[src/core/cms_defines.vh]
`ifndef CMS_DEFINES_VH
`define CMS_DEFINES_VH
// operating mode codes reported to the host
`define CMS_MODE_BUCK 2'h0
`define CMS_MODE_BOOST 2'h1
`define CMS_MODE_BB 2'h2
`define CMS_MODE_OTG 2'h3
// debounce times in ms, clock in kHz
`define CMS_DEB_LONG_MS 32'h0000_0514
`define CMS_DEB_SHORT_MS 32'h0000_0096
`define CMS_CLK_KHZ 32'h0000_c350
// config sample settle time in us, clock in MHz (40 us at 50 MHz)
`define CMS_CFG_SETTLE_US 32'h0000_0028
`define CMS_CLK_MHZ 32'h0000_0032
// config code cell field: codes at or above this value are single cell
`define CMS_CFG_ONE_CELL_MIN 4'ha
`define CMS_CFG_RESET 4'h0
`endif

[src/core/cms_debounce_timer.v]
`include "cms_defines.vh"
// ----------------------------------------
// adapter debounce timer
// ----------------------------------------
module cms_debounce_timer #(
  parameter CNT_W = 27,
  parameter [CNT_W-1:0] LONG_CYC = 27'd65000000,
  parameter [CNT_W-1:0] SHORT_CYC = 27'd7500000
) (
  input wire i_core_clk, // device clock
  input wire i_reset_n, // async reset, low
  input wire i_run, // count while high, restart when low
  input wire i_use_long, // pick long interval
  output reg o_done // interval elapsed, level
);
  reg [CNT_W-1:0] cnt_q;
  wire [CNT_W-1:0] limit = i_use_long ? LONG_CYC : SHORT_CYC;

  // count restarts whenever adapter presence drops
  always @(posedge i_core_clk or negedge i_reset_n) begin
    if (!i_reset_n) begin
      cnt_q <= {CNT_W{1'b0}};
      o_done <= 1'b0;
    end else if (!i_run) begin
      cnt_q <= {CNT_W{1'b0}};
      o_done <= 1'b0;
    end else if (cnt_q >= limit - 1'b1) begin
      o_done <= 1'b1;
    end else begin
      cnt_q <= cnt_q + 1'b1;
    end
  end
endmodule

[src/core/cms_bridge_driver.v]
`include "cms_defines.vh"
// ----------------------------------------
// four-fet bridge role per mode
// ----------------------------------------
module cms_bridge_driver (
  input wire [1:0] i_mode, // active mode
  input wire i_switch_en, // converter running
  input wire i_pwm, // modulator pulse
  input wire i_diode_emulation_mode, // de mode on
  input wire i_zero_cross, // phase node reached zero
  output reg o_in_hi, // input high fet
  output reg o_in_lo, // input low fet
  output reg o_out_lo, // output low fet
  output reg o_out_hi // output high fet
);
  // sync fet is cut at zero crossing in de mode to stop reverse current
  wire sync_ok = !(i_diode_emulation_mode && i_zero_cross);

  always @* begin
    o_in_hi = 1'b0;
    o_in_lo = 1'b0;
    o_out_lo = 1'b0;
    o_out_hi = 1'b0;
    if (i_switch_en) begin
      case (i_mode)
        `CMS_MODE_BUCK: begin
          o_in_hi = i_pwm;
          o_in_lo = !i_pwm && sync_ok;
          o_out_hi = 1'b1;
        end
        `CMS_MODE_BOOST: begin
          o_in_hi = 1'b1;
          o_out_lo = i_pwm;
          o_out_hi = !i_pwm && sync_ok;
        end
        `CMS_MODE_BB: begin
          o_in_hi = i_pwm;
          o_out_lo = i_pwm;
          o_in_lo = !i_pwm && sync_ok;
          o_out_hi = !i_pwm;
        end
        default: begin
          o_in_hi = 1'b1;
          o_out_hi = i_pwm;
          o_out_lo = !i_pwm && sync_ok;
        end
      endcase
    end
  end
endmodule

[src/core/cms_charger_mode_sequencer.v]
// Operation
// - buck: input pair switches, out-high on
// - boost: output pair switches, in-high on
// - buck-boost: diagonal pairs switch together
// - otg: output pair switches, out-high controls
// - rising above 94% moves boost to buck-boost
// - above 120% forces buck
// - falling below 106% moves buck to buck-boost
// - below 80% moves buck-boost to boost
// - otg needs command, pin, battery above 5.8V
// - no otg for single cell
// - otg adapter switch from host bit
// - turbo turns battery switch on
// - idle until bias above 2.7V
// - debounce 1.3s or 150ms by select bit
// - first attach after reset uses 150ms
// - short check blocks adapter switch
// - adapter ok needs bias, sense, switch on
// - non-otg switching only after adapter ok
// - adapter ok driven low without adapter
// - sample config resistor before adapter switch
// - battery-only low power, exit on monitor
// - de cuts sync gate at zero crossing (out-high in boost, low gate otherwise)
// - report mode as two-bit code
// - battery-only config read after monitor enable
`include "cms_defines.vh"
module cms_charger_mode_sequencer #(
  parameter CNT_W = 27,
  parameter [CNT_W-1:0] DEB_LONG_CYC = 27'd65000000,
  parameter [CNT_W-1:0] DEB_SHORT_CYC = 27'd7500000
) (
  input wire i_core_clk, // device clock
  input wire i_reset_n, // async reset, low
  input wire i_bias_above_2v7, // bias supply logic ok
  input wire i_bias_above_3v8, // bias supply high enough
  input wire i_adapter_above_3v2, // adapter present
  input wire i_adp_above_94, // adapter > 94% sys
  input wire i_adp_above_120, // adapter > 120% sys
  input wire i_adp_below_106, // adapter < 106% sys
  input wire i_adp_below_80, // adapter < 80% sys
  input wire i_input_current_sense_pos_above_2v, // short check
  input wire i_adapter_sense_in_above_0v8, // adapter sense ok
  input wire i_adapter_switch_full_on, // switch fully enhanced
  input wire i_battery_above_5v8, // battery flag
  input wire i_otg_cmd, // host otg enable
  input wire i_reverse_mode_enable_pin, // external otg pin
  input wire i_otg_adapter_switch_bit, // host gate bit in otg
  input wire i_turbo_event, // turbo request
  input wire i_debounce_long_sel, // 1 selects long debounce
  input wire i_system_power_monitor_en, // host monitor enable
  input wire [3:0] i_config_resistor_code, // decoded resistor code
  input wire i_diode_emulation_mode, // de mode
  input wire i_zero_cross, // phase zero crossing
  input wire i_pwm, // modulator pulse
  output reg o_adapter_switch_gate, // adapter switch on
  output reg o_adapter_ok_out, // open-drain output enable, low drives
  output reg o_config_resistor_source, // 10 uA source on
  output reg [3:0] o_config_code, // latched configuration
  output reg o_battery_switch_gate, // battery switch on
  output reg o_low_power, // low power mode
  output reg o_host_ready, // register interface live
  output reg o_switching, // converter running
  output reg [1:0] o_mode, // active mode code
  output reg o_input_high_fet, // fet gate
  output reg o_input_low_fet, // fet gate
  output reg o_output_low_fet, // fet gate
  output reg o_output_high_fet // fet gate
);
  // ----------------------------------------
  // sequencer states
  // ----------------------------------------
  localparam [5:0] S_OFF = 6'h01;
  localparam [5:0] S_BATT = 6'h02;
  localparam [5:0] S_DEB = 6'h04;
  localparam [5:0] S_CFG = 6'h08;
  localparam [5:0] S_GATE = 6'h10;
  localparam [5:0] S_RUN = 6'h20;
  localparam [31:0] SETTLE_FULL = `CMS_CFG_SETTLE_US * `CMS_CLK_MHZ;
  // settle counter is one byte wide, so only the low byte of the count is kept
  localparam [7:0] SETTLE_CYC = SETTLE_FULL[7:0];

  reg [5:0] state_q;
  reg [5:0] state_d;
  reg first_attach_q;
  reg cfg_valid_q;
  reg [7:0] settle_q;
  reg [1:0] conv_mode_q;
  reg [1:0] conv_mode_d;
  reg short_seen_q;
  reg mon_q; // monitor enable one cycle late, for its rising edge
  wire deb_done;
  wire gate_in_hi;
  wire gate_in_lo;
  wire gate_out_lo;
  wire gate_out_hi;

  function is_one_cell;
    input [3:0] code;
    begin
      is_one_cell = (code >= `CMS_CFG_ONE_CELL_MIN);
    end
  endfunction

  wire adapter_ok = i_bias_above_3v8 && i_adapter_sense_in_above_0v8 &&
    i_adapter_switch_full_on;
  // release and switching share one term so they drop in the same cycle
  wire adapter_ok_out_cond = adapter_ok && i_adapter_above_3v2;
  wire otg_req = i_otg_cmd && i_reverse_mode_enable_pin && i_battery_above_5v8 &&
    cfg_valid_q && !is_one_cell(o_config_code);
  wire in_deb = (state_q == S_DEB);

  // ----------------------------------------
  // debounce timing
  // ----------------------------------------
  // first attach after reset always uses the short interval
  cms_debounce_timer #(
    .CNT_W(CNT_W),
    .LONG_CYC(DEB_LONG_CYC),
    .SHORT_CYC(DEB_SHORT_CYC)
  ) u_deb (
    .i_core_clk(i_core_clk),
    .i_reset_n(i_reset_n),
    .i_run(in_deb && i_adapter_above_3v2),
    .i_use_long(i_debounce_long_sel && !first_attach_q),
    .o_done(deb_done)
  );

  // ----------------------------------------
  // sequencer next state
  // ----------------------------------------
  always @* begin
    state_d = state_q;
    case (state_q)
      S_OFF: begin
        if (i_bias_above_2v7) begin
          state_d = S_BATT;
        end
      end
      S_BATT: begin
        if (i_adapter_above_3v2 && !otg_req) begin
          state_d = S_DEB;
        end
      end
      S_DEB: begin
        if (!i_adapter_above_3v2) begin
          state_d = S_BATT;
        end else if (deb_done && !short_seen_q) begin
          state_d = S_CFG;
        end
      end
      S_CFG: begin
        if (!i_adapter_above_3v2) begin
          state_d = S_BATT;
        end else if (settle_q == 8'h00) begin
          state_d = S_GATE;
        end
      end
      S_GATE: begin
        if (!i_adapter_above_3v2) begin
          state_d = S_BATT;
        end else if (adapter_ok) begin
          state_d = S_RUN;
        end
      end
      S_RUN: begin
        if (!i_adapter_above_3v2 || !adapter_ok) begin
          state_d = S_BATT;
        end
      end
      default: state_d = S_OFF;
    endcase
    if (!i_bias_above_2v7) begin
      state_d = S_OFF;
    end
  end

  // ----------------------------------------
  // converter mode with hysteresis
  // ----------------------------------------
  // only the crossing flags and the otg request move the mode; between them it holds
  always @* begin
    conv_mode_d = conv_mode_q;
    if (conv_mode_q == `CMS_MODE_OTG) begin
      conv_mode_d = `CMS_MODE_BB;
    end else if (i_adp_above_120) begin
      conv_mode_d = `CMS_MODE_BUCK;
    end else if (conv_mode_q == `CMS_MODE_BOOST && i_adp_above_94) begin
      conv_mode_d = `CMS_MODE_BB;
    end else if (conv_mode_q == `CMS_MODE_BUCK && i_adp_below_106) begin
      conv_mode_d = `CMS_MODE_BB;
    end else if (conv_mode_q == `CMS_MODE_BB && i_adp_below_80) begin
      conv_mode_d = `CMS_MODE_BOOST;
    end
    if (state_q == S_BATT && otg_req) begin
      conv_mode_d = `CMS_MODE_OTG;
    end
  end

  cms_bridge_driver u_bridge (
    .i_mode(conv_mode_q),
    .i_switch_en(o_switching),
    .i_pwm(i_pwm),
    .i_diode_emulation_mode(i_diode_emulation_mode),
    .i_zero_cross(i_zero_cross),
    .o_in_hi(gate_in_hi),
    .o_in_lo(gate_in_lo),
    .o_out_lo(gate_out_lo),
    .o_out_hi(gate_out_hi)
  );

  // ----------------------------------------
  // state and bookkeeping registers
  // ----------------------------------------
  always @(posedge i_core_clk or negedge i_reset_n) begin
    if (!i_reset_n) begin
      state_q <= S_OFF;
      first_attach_q <= 1'b1;
      cfg_valid_q <= 1'b0;
      settle_q <= 8'h00;
      conv_mode_q <= `CMS_MODE_BB;
      short_seen_q <= 1'b0;
      mon_q <= 1'b0;
      o_config_code <= `CMS_CFG_RESET;
    end else begin
      state_q <= state_d;
      conv_mode_q <= conv_mode_d;
      // host may re-enable the monitor to ask for a fresh config read
      mon_q <= i_system_power_monitor_en;
      // short check during debounce; sticky until adapter leaves
      if (state_q != S_DEB) begin
        short_seen_q <= 1'b0;
      end else if (!i_input_current_sense_pos_above_2v ||
                   !i_adapter_sense_in_above_0v8) begin
        short_seen_q <= 1'b1;
      end
      if (state_q == S_GATE) begin
        first_attach_q <= 1'b0;
      end
      // config read: adapter path, or battery-only on each monitor enable
      if (state_d == S_CFG && state_q != S_CFG) begin
        settle_q <= SETTLE_CYC;
      end else if (state_q == S_CFG && state_d != S_CFG) begin
        // adapter left mid-read: drop the sample rather than latch it late
        settle_q <= 8'h00;
      end else if (state_q == S_BATT && i_system_power_monitor_en &&
                   !mon_q && settle_q == 8'h00) begin
        settle_q <= SETTLE_CYC;
      end else if (settle_q != 8'h00) begin
        settle_q <= settle_q - 8'h01;
        if (settle_q == 8'h01) begin
          o_config_code <= i_config_resistor_code;
          cfg_valid_q <= 1'b1;
        end
      end
    end
  end

  // ----------------------------------------
  // registered outputs
  // ----------------------------------------
  always @(posedge i_core_clk or negedge i_reset_n) begin
    if (!i_reset_n) begin
      o_adapter_switch_gate <= 1'b0;
      o_adapter_ok_out <= 1'b0;
      o_config_resistor_source <= 1'b0;
      o_battery_switch_gate <= 1'b0;
      o_low_power <= 1'b0;
      o_host_ready <= 1'b0;
      o_switching <= 1'b0;
      o_mode <= `CMS_MODE_BB;
      o_input_high_fet <= 1'b0;
      o_input_low_fet <= 1'b0;
      o_output_low_fet <= 1'b0;
      o_output_high_fet <= 1'b0;
    end else begin
      o_host_ready <= (state_q != S_OFF);
      if (conv_mode_q == `CMS_MODE_OTG) begin
        o_adapter_switch_gate <= i_otg_adapter_switch_bit;
      end else begin
        o_adapter_switch_gate <= (state_q == S_GATE) || (state_q == S_RUN);
      end
      // enable low drives the line low; released only while the adapter is good
      o_adapter_ok_out <= adapter_ok_out_cond;
      o_config_resistor_source <= (settle_q != 8'h00);
      o_battery_switch_gate <= (state_q == S_BATT && conv_mode_q != `CMS_MODE_OTG) ||
        (state_q == S_RUN && i_turbo_event);
      o_low_power <= (state_q == S_BATT) && !i_system_power_monitor_en &&
        (conv_mode_q != `CMS_MODE_OTG);
      // outside otg, one cycle behind the release, never ahead of it
      o_switching <= (state_q == S_RUN && adapter_ok_out_cond) ||
        (conv_mode_q == `CMS_MODE_OTG && state_q == S_BATT);
      o_mode <= conv_mode_q;
      o_input_high_fet <= gate_in_hi;
      o_input_low_fet <= gate_in_lo;
      o_output_low_fet <= gate_out_lo;
      o_output_high_fet <= gate_out_hi;
    end
  end
endmodule

[config.mk]
export PLATFORM = sky130hd
export DESIGN_NAME = cms_charger_mode_sequencer
export DESIGN_NICKNAME = d
export VERILOG_FILES = /design/src/core/cms_debounce_timer.v /design/src/core/cms_bridge_driver.v /design/src/core/cms_charger_mode_sequencer.v
export VERILOG_INCLUDE_DIRS = /design/src /design/src/core
export SDC_FILE = /design/constraint.sdc
export NUM_CORES = 1
export LEC_CHECK = 0
export ABC_AREA = 1
export ABC_CLOCK_PERIOD_IN_PS = 3100
export BUFFER_PORTS_ARGS = -buffer_cell sky130_fd_sc_hd__buf_2
export CAP_MARGIN = 5
export CELL_PAD_IN_SITES_DETAIL_PLACEMENT = 1
export CELL_PAD_IN_SITES_GLOBAL_PLACEMENT = 1
export CORE_MARGIN = 3
export CORE_UTILIZATION = 43
export DETAILED_ROUTE_END_ITERATION = 7
export PLACE_DENSITY = 0.77
export REMOVE_ABC_BUFFERS = 1
export SYNTH_ARGS = -nofsm -noshare
export SYNTH_HDL_FRONTEND = slang
export SYNTH_SLANG_ARGS = --single-unit
[constraint.sdc]
create_clock -name i_core_clk -period 3.1 [get_ports i_core_clk]
set_input_delay 0.31 -clock i_core_clk [delete_from_list [all_inputs] [get_ports i_core_clk]]
set_output_delay 0.31 -clock i_core_clk [all_outputs]
set_load 0.03 [all_outputs]
# After elaboration in Yosys (flattened, before gate mapping)
# Cells that the tools add are included.
# totals
wordCells	138
inputBits	26
ff_bits	65
out_inout_bits	17
# classes
bitwise_logic	3
n_eq_ne	18
magnitude_cmp	2
addsub	3
n_mux	36
n_reduce_logical	54
# op_table
op	count
$mux W27	2
$mux W6	9
$pmux W6 S6	1
$mux W8	4
$logic_and A1 B1 Y1	28
$add A27 B1 Y27 const B	1
$ge A27 B27 Y1	1
$sub A27 B1 Y27 const B	1
$mux W26	1
$eq A6 B4 Y1 const B	2
$logic_not A1 Y1	12
$mux W2	6
$ne A6 B4 Y1 const B	2
$mux W1	11
$eq A8 B1 Y1 const B	1
$logic_not A8 Y1	1
$reduce_bool A8 Y1	1
$sub A8 B1 Y8 const B	1
$eq A6 B1 Y1 const B	1
$eq A6 B2 Y1 const B	1
$eq A6 B3 Y1 const B	1
$eq A6 B5 Y1 const B	1
$eq A6 B6 Y1 const B	1
$ne A2 B2 Y1 const B	3
15 further kinds	23

# Logic depth before layout (Yosys ltp)
# Gate-level depths: netlist of run 1.
# depth
depth_word	13
mapped_depth	15
depth_no_buf	15

# Cells and area by module
# A second synthesis of run 1 with hierarchy kept.
# unflattened
cells_unflattened	614
hier_area_um2	4435.5
# modules_own_cells
module	cells_per_inst	area_each_um2	seq_area_each_um2	instances
cms_debounce_timer	381	2429.8	700.7	1
cms_charger_mode_sequencer	209	1866.8	930.9	1
cms_bridge_driver	24	138.9	0.0	1

# Worst setup path before layout of run 1
# No wires, ideal clock.
# synth_timing
kind	register -> register
from	register first_attach_q
to	register u_deb.cnt_q[21]
setup_ps	122
stages_incl_launch_ff	14
period_less_slack_ps	2212
arrival_ps	2090
setup_slack_ps	888
n_path_buf	1
t_required_ps	2978
path_cell_list	dfstp_2 -> inv_1 -> nand2_1 -> inv_1 -> ha_1 -> nand2_1 -> o21ai_0 -> nand2_1 -> nand2_1 -> a21oi_1 -> nand3_1 -> buf_4 -> nor3_1 -> nor2_1
# synth_between
elab_chain_len	6
# synth_rtl
element	line_no	text
start: declaration	cms_charger_mode_sequencer.v:84	reg first_attach_q;
start signal: assignment	cms_charger_mode_sequencer.v:217	first_attach_q <= 1'b1;
start signal: assignment	cms_charger_mode_sequencer.v:237	first_attach_q <= 1'b0;
$logic_not A1 Y1	cms_charger_mode_sequencer.v:124	.i_use_long(i_debounce_long_sel && !first_attach_q),
$logic_and A1 B1 Y1	cms_charger_mode_sequencer.v:124	
$mux W26	cms_debounce_timer.v:17	wire [CNT_W-1:0] limit = i_use_long ? LONG_CYC : SHORT_CYC;
$sub A27 B1 Y27	cms_debounce_timer.v:27	end else if (cnt_q >= limit - 1'b1) begin
$ge A27 B27 Y1	cms_debounce_timer.v:27	
$ne A2 B2 Y1 (no line)	n/a	
end signal: assignment	cms_debounce_timer.v:22	cnt_q <= {CNT_W{1'b0}};
end signal: assignment	cms_debounce_timer.v:25	cnt_q <= {CNT_W{1'b0}};
end signal: assignment	cms_debounce_timer.v:30	cnt_q <= cnt_q + 1'b1;
end: declaration	cms_debounce_timer.v:16	reg [CNT_W-1:0] cnt_q;
# No other way between the ends.
# A chain may end at the register's enable or synchronous reset.

# Worst setup path after layout of run 1
# layout_timing
from	register settle_q[0]
to	register o_config_code[2]
# layout_between
elab_chain_len	9
word_cells_on_any_way	16
cone_classes	eq/ne (3); mux (4); bitwise (3); reduce/logical (6)
# layout_rtl
element	line_no	text
start: declaration	cms_charger_mode_sequencer.v:86	reg [7:0] settle_q;
start signal: assignment	cms_charger_mode_sequencer.v:249	settle_q <= settle_q - 8'h01;
$logic_not A8 Y1	cms_charger_mode_sequencer.v:154, cms_charger_mode_sequencer.v:246	
$mux W6	cms_charger_mode_sequencer.v:154	end else if (settle_q == 8'h00) begin
$mux W6	cms_charger_mode_sequencer.v:152	if (!i_adapter_above_3v2) begin
$pmux W6 S6	cms_charger_mode_sequencer.v:133	case (state_q)
$mux W6	cms_charger_mode_sequencer.v:172	if (!i_bias_above_2v7) begin
$ne A6 B4 Y1 / $eq A6 B4 Y1 (equally long branches)	cms_charger_mode_sequencer.v:242, cms_charger_mode_sequencer.v:240	
$logic_and A1 B1 Y1, on equally long branches	cms_charger_mode_sequencer.v:242, cms_charger_mode_sequencer.v:240	
$not A1 Y1 (no line)	n/a	
$reduce_and A5 Y1 (no line) (*)	n/a	
end signal: assignment	cms_charger_mode_sequencer.v:223	o_config_code <= `CMS_CFG_RESET;
end signal: assignment	cms_charger_mode_sequencer.v:251	o_config_code <= i_config_resistor_code;
end: declaration	cms_charger_mode_sequencer.v:58	output reg [3:0] o_config_code,
# Mark *: on every way between the ends. The rest lies on a longest branch, timed or not.

==> qor.yml, run 1 <==
outcome:
  status: "finished clean"
cts:
  cts.path.max_buffers: 2
  postCtsHoldBufs: 0
  cts_made_buffers: 9
  cts_max_level: 3
  clock_latency_ps: 350
  post_cts_buffers: 0
  tritoncts: "built"
  cts.clk_slew.worst_paths_ps: 80
  cts_num_sinks: 65
  cts_root_buf: "clkbuf_8"
  ctsResizeCount: 0
worst_setup_path:
  slowest_stage: "dfrtp_1"
  crit_path_cell_trace: "inv_1, ha_1, nand2_1, nor2_1, nand2_1, a31oi_1, nor2_1, ha_1, nor3_1, nand4_1, o21ai_0"
  cp-start-kind: "flop"
  critical_path_peak_fanout: 9
  worstSetupEndpointType: "flop"
  cp_slowest_stage_delay_ps: 400
  arrival_ps: 2880
  r2r_cells: 11
  cp.required_ps: 3350
  crit_type: "flop to flop"
timing:
  post-route-period-util_pct: 85.0
  finalHoldViolCount: 0
  max_clock_freq_mhz: 379
  finClkSkew_ps: 16.2
  final_max_slew_viol_count: 0
  rsz0062_at_grt: "no"
  worst_slew_pin_slew_ps: 851
  slew_headroom_pct: 43.2
  fin_crit_ps: 2640
  setup_tns_ps: 0
  finalSetupViolations: 0
yosys:
  synth_area_sq_mm: 0.00400
  syn_area_per_cell_sq_um: 7.45
  yosys_warnings: 0
  synth.distinct_cells: 39
  synth-seq-cells: 65
  synthCells: 537
  ys_seq_area_share_pct: 40.8
grt:
  grt_pass1_vias: 3990
  grt_antenna_before_repair: 1
  grt_max_degree: 66
  grt.total_usage_pct: 23.7
  overflow: 0
  grt_pass1_wl_um: 19400
floorplan:
  core_sq_mm: 0.00889
  fp.dieW_um: 102
  ios: 43
  fp.dieH_um: 102
  initial_utilization_pct: 45.0
  rows: 34
  dieArea_sq_mm: 0.0105
route:
  wire_per_inst_um: 16.2
  drt-initial-drc-count: 77
  drtPass1Iterations: 4
  routed_via_density: 5.23
  drc: 0
  vias: 3664
  ant_nets: 0
  drt_wl_total_um: 11400
power_and_ir_drop:
  power_w: 0.00186
  vdd_ir_drop_max_mv: 0.315
  leakagePower_nw: 2.21
  p_per_area_mw_per_mm2: 408
cells_and_area:
  nFillCells: 1161
  final_cell_mix: "135 x nand2_1, 77 x inv_1, 77 x nor2_1"
  n_antenna_cell: 0
  instances_no_fill: 701
  area_delta_synth_final_pct: 13.9
  post-route-util_pct: 51.2
  regArea_sq_mm: 0.00163
  multi_input_area_sq_mm: 0.00203
  final_common_cell: "nand2_1"
  nNetsFinal: 636
  drive_gt1_share_pct: 14.5
min_path:
  hold_depth: 1
  hold_class: "input port to flop"
place:
  gp_congestion: 0.892
  post-place-cells: 685
  dpl.hpwl_um: 8660
  io_buffers: 42
job:
  max_cap_violations: 0
## metrics by stage
| stage | setup WS, ps | hold WS, ps | area (sq um) |
|---|---|---|---|
| floorplan | 754 | 14.4 | 3960 |
| global placement | 617 | 377 | 4340 |
| detailed placement | 540 | 384 | 4340 |
| CTS | 451 | 93.0 | 4560 |
| global route | 187 | 101 | 4560 |
| finish | 463 | 115 | 4560 |
## cells in the mapped netlist, drive strengths merged
library cell,number,share of area (%)
xor2,6,1.3
nand3b,4,0.75
buf,5,0.84
o21ai,27,3.8
xnor2,6,1.3
o21bai,1,0.19
nor4,1,0.16
o31ai,11,2.1
nor3,18,2.3
a211oi,2,0.38
o21a,1,0.19
nor2,83,8.6
or2,2,0.31
clkbuf,1,0.094
ha,22,6.9
a31oi,2,0.31
a2111oi,1,0.22
a21oi,18,2.3
inv,79,7.4
nand3,25,3.5
a21o,1,0.19
dfrtp,61,38
nand4,14,2.3
dfstp,4,2.6
o22ai,2,0.31
o211ai,1,0.19
nor3b,1,0.19
nand2,138,13
## worst max-delay path: cells and delay by family (launching register included)
family          cells  cell delay, ps
simple gates        6            1090
buf+inv             1             100
fa+ha+maj           2             440
compound gates      2             510
flops               1             400
## worst paths after layout
check	endpoint	startpoint	slack (ps)
max in group asynchronous	u_deb.cnt_q[22]	i_reset_n	2370
worst max register to register	o_config_code[2]	settle_q[0]	460
min in group asynchronous	u_deb.cnt_q[5]	i_reset_n	130
worst max-delay path	o_config_code[2]	settle_q[0]	460
worst min register to register	o_mode[1]	conv_mode_q[1]	390
worst min-delay path	mon_q	i_system_power_monitor_en	120
## layout make-up
| type | instances | area share (%) |
|---|---|---|
| multi-input combinational | 387 | 44.6 |
| sequential | 65 | 35.8 |
| inverter | 79 | 6.51 |
| timing repair buffer | 46 | 5.27 |
| tap | 108 | 2.97 |
| clock buffer | 9 | 2.72 |
| clock inverter | 7 | 2.09 |
## logic make-up (layout without fill, tap and decap cells)
kind of cell	after synthesis	in the layout	synth area share, %
DFF	65	65	40.8
and+or+nand+nor	286	286	31.3
buffers and inverters	85	141	8.35
AOI/OAI and AO/OA	67	67	10.0
adders and majority gates	22	22	6.88
xor gates and xnor gates	12	12	2.63
## where the power goes
group | internal (W) | total (W) | leakage, nW | switching [W]
clock | 0.000453 | 0.000808 | 0.109 | 0.000355
combinational | 0.0000526 | 0.000165 | 1.25 | 0.000113
sequential | 0.000874 | 0.000886 | 0.846 | 0.0000126
total | 0.00138 | 0.00186 | 2.21 | 0.000481
## metal layers
metal | wire [um] | vias up | track usage [%] | part of all wire, %
li1 | - | 1832 | - | -
met1 | 4930 | 1754 | 28.4 | 43
met2 | 5860 | 56 | 42.4 | 52
met3 | 302 | 20 | 4.37 | 2.7
met4 | 257 | 2 | 8.38 | 2.3
met5 | 7 | - | 0 | 0.062
## sequential cells by signal, indices dropped and copies added, names as in the netlist
| signal | count |
|---|---|
| u_deb.cnt_q | 27 |
| cfg_valid_q | 1 |
| o_adapter_ok_out | 1 |
| mon_q | 1 |
| u_deb.o_done | 1 |
| conv_mode_q | 2 |
| state_q | 6 |
| short_seen_q | 1 |
| o_adapter_switch_gate | 1 |
| settle_q | 8 |
| o_input_low_fet | 1 |
| o_config_code | 4 |
| o_switching | 1 |
| o_host_ready | 1 |
| o_battery_switch_gate | 1 |
| o_config_resistor_source | 1 |
| o_input_high_fet | 1 |
| o_low_power | 1 |
| first_attach_q | 1 |
| o_output_high_fet | 1 |
| o_mode | 2 |
| o_output_low_fet | 1 |
(Power assumes the default switching activity.)
==> run 2: changes to the inputs <==
CORE_MARGIN = 5   (was 3)
==> run 2 against run 1 <==
Against the previous run:
- utilization fell by 1.1 points
- worst setup slack got worse by 120 ps
- maximum frequency fell by 4.2%
- first-iteration DRC count rose by 29%
- routed wire length rose by 2.2%
- register-to-register slack got worse by 120 ps
- combinational power barely moved
- cell count rose by 0.43%
- sequential share of layout area fell by 0.26 points
- via count rose by 1.4%
==> qor.yml, run 2 (synthesized netlist as in run 1, its figures left out) <==
worst_setup_path:
  cp-start-kind: "flop"  # unchanged
  worstSetupEndpointType: "flop"  # unchanged
  cp_slowest_stage_delay_ps: 520  # was 400 ps
  crit_type: "flop to flop"  # unchanged
  crit_path_cell_trace: "inv_1, nand2_1, inv_1, ha_1, nand2_1, nor2_1, nand2_1, nor2_2, nand2_2, nand2_2, nor2_4, nor2_8, inv_2, nand2_1, nand2_1"  # was inv_1, ha_1, nand2_1, nor2_1, nand2_1, a31oi_1, nor2_1, ha_1, nor3_1, nand4_1, o21ai_0
  critical_path_peak_fanout: 19  # was 9
  slowest_stage: "dfstp_2"  # was dfrtp_1
  arrival_ps: 2990  # was 2880 ps
  cp.required_ps: 3340  # was 3350 ps
  crit_top_cell: "nand2_1"
cts:
  clock_latency_ps: 350  # about the same
  postCtsHoldBufs: 0  # unchanged
  cts.clk_slew.worst_paths_ps: 90  # was 80 ps
  tritoncts: "built"  # unchanged
  cts_made_buffers: 9  # unchanged
  cts_root_buf: "clkbuf_8"  # unchanged
  cts_num_sinks: 65  # unchanged
  cts.path.max_buffers: 2  # unchanged
  ctsResizeCount: 0  # unchanged
  post_cts_buffers: 0  # unchanged
  cts_max_level: 3  # unchanged
timing:
  slew_headroom_pct: 52.2  # was 43.2%
  max_clock_freq_mhz: 363  # was 379 MHz
  post-route-period-util_pct: 88.8  # was 85.0%
  finalSetupViolations: 0  # unchanged
  fin_crit_ps: 2750  # was 2640 ps
  rsz0062_at_grt: "no"  # unchanged
  final_max_slew_viol_count: 0  # unchanged
  finalHoldViolCount: 0  # unchanged
  setup_tns_ps: 0  # unchanged
  finClkSkew_ps: 15.9  # was 16.2 ps
  worst_slew_pin_slew_ps: 718  # was 851 ps
route:
  ant_nets: 0  # unchanged
  drt-initial-drc-count: 99  # was 77
  wire_per_inst_um: 16.5  # was 16.2 um
  vias: 3717  # was 3664
  drc: 0  # unchanged
  drtPass1Iterations: 4  # unchanged
  drt_wl_total_um: 11600  # was 11400 um
  routed_via_density: 5.28  # was 5.23
grt:
  grt.total_usage_pct: 22.0  # was 23.7%
  grt_antenna_before_repair: 0  # was 1
  grt_pass1_vias: 4115  # was 3990
  grt_pass1_wl_um: 19900  # was 19400 um
  grt_max_degree: 31  # was 66
  overflow: 0  # unchanged
cells_and_area:
  top_regs: "u_deb.cnt_q (27), settle_q (8), state_q (6)"  # unchanged
  final_cell_mix: "135 x nand2_1, 77 x inv_1, 77 x nor2_1"  # unchanged
  area_delta_synth_final_pct: 14.8  # was 13.9%
  multi_input_area_sq_mm: 0.00203  # unchanged
  regArea_sq_mm: 0.00163  # unchanged
  post-route-util_pct: 50.1  # was 51.2%
  largest_reg_flops: 27  # unchanged
  nNetsFinal: 636  # unchanged
  nFillCells: 1182  # was 1161
  top_register: "u_deb.cnt_q"  # unchanged
  final_common_cell: "nand2_1"  # unchanged
  drive_gt1_share_pct: 14.5  # unchanged
  n_antenna_cell: 0  # unchanged
job:
  max_cap_violations: 0  # unchanged
floorplan:
  initial_utilization_pct: 43.7  # was 45.0%
  dieArea_sq_mm: 0.0113  # was 0.0105 sq mm
  core_sq_mm: 0.00915  # was 0.00889 sq mm
  ios: 43  # unchanged
  fp.dieH_um: 106  # was 102 um
  fp.dieW_um: 106  # was 102 um
  rows: 35  # was 34
power_and_ir_drop:
  vdd_ir_drop_max_mv: 0.274  # was 0.315 mV
  leakagePower_nw: 2.22  # was 2.21 nW
  p_comb_share_pct: 8.3  # was 8.9%
  switching_power_w: 0.000512  # was 0.000481 W
  switching_share_pct: 25.8  # about the same
  pwr-share-clk_pct: 46.9  # was 43.4%
  p_per_area_mw_per_mm2: 432  # was 408 mW/mm^2
  intPower_w: 0.00147  # was 0.00138 W
  power_frac_seq_pct: 44.7  # was 47.7%
place:
  io_buffers: 42  # unchanged
  gp_congestion: 0.898  # was 0.892
  dpl.hpwl_um: 9050  # was 8660 um
outcome:
  status: "finished clean"  # unchanged
min_path:
  hold_class: "input port to async pin"  # was input port to flop
[run 2: final cells by class]
| type | count | share of cell area (%) |
|---|---|---|
| Clock buffer | 9 | 2.70 |
| Timing Repair Buffer | 46 | 5.23 |
| Sequential cell | 65 | 35.6 |
| Inverter | 79 | 6.46 |
| Tap cell | 111 | 3.03 |
| Multi-Input combinational cell | 387 | 44.3 |
| Clock inverter | 7 | 2.73 |
[run 2: layer usage]
layer,track usage [%],up-vias,share of wire (%)
met5,0,-,0
met4,7.85,0,2.2
met3,4.55,28,3.1
met2,40.1,62,52
met1,25.4,1794,43
li1,-,1833,-
[run 2: power by group through the flow]
stage	combinational, W	clock, W	sequential, W
after CTS	0.000168	0.000946	0.000887
final	0.000165	0.000930	0.000886
after global routing	0.000185	0.000991	0.000889
after global placement	0.000158	0	0.000903
after detailed placement	0.000166	0	0.000903
after floorplan	0.0000714	0	0.000922
[run 2: worst paths after layout]
check / from / to / slack (ps) / cells after the start
setup / recovery: first_attach_q / u_deb.cnt_q[19] / 350 / 15
hold / removal: i_reset_n / o_input_low_fet / 10 / 1
setup reg to reg: first_attach_q / u_deb.cnt_q[19] / 350 / 15
hold reg to reg: conv_mode_q[1] / o_mode[1] / 400 / 0
max in group asynchronous: i_reset_n / settle_q[7] / 2300 / 2
min in group i_core_clk: i_system_power_monitor_en / mon_q / 110 / 1
[run 2: worst max-delay path: cells and delay by family, from the launching register on]
kind                       cells  cell delay [ps]
adders and majority gates      1              310
buffers and inverters          3              380
DFF                            1              520
and+or+nand+nor               11             1420
[run 2: per-stage QoR]
step	worst slack (ps)	instance area, sq um	total power, W	std cells	hold slack (ps)
5_1_grt	40.5	4590	0.00207	704	46.0
4_1_cts	335	4590	0.00200	704	19.1
2_1_floorplan	754	3960	0.000993	531	14.4
3_5_place_dp	331	4340	0.00107	688	385
3_3_place_gp	539	4340	0.00106	688	382
6_report	347	4590	0.00198	704	9.99
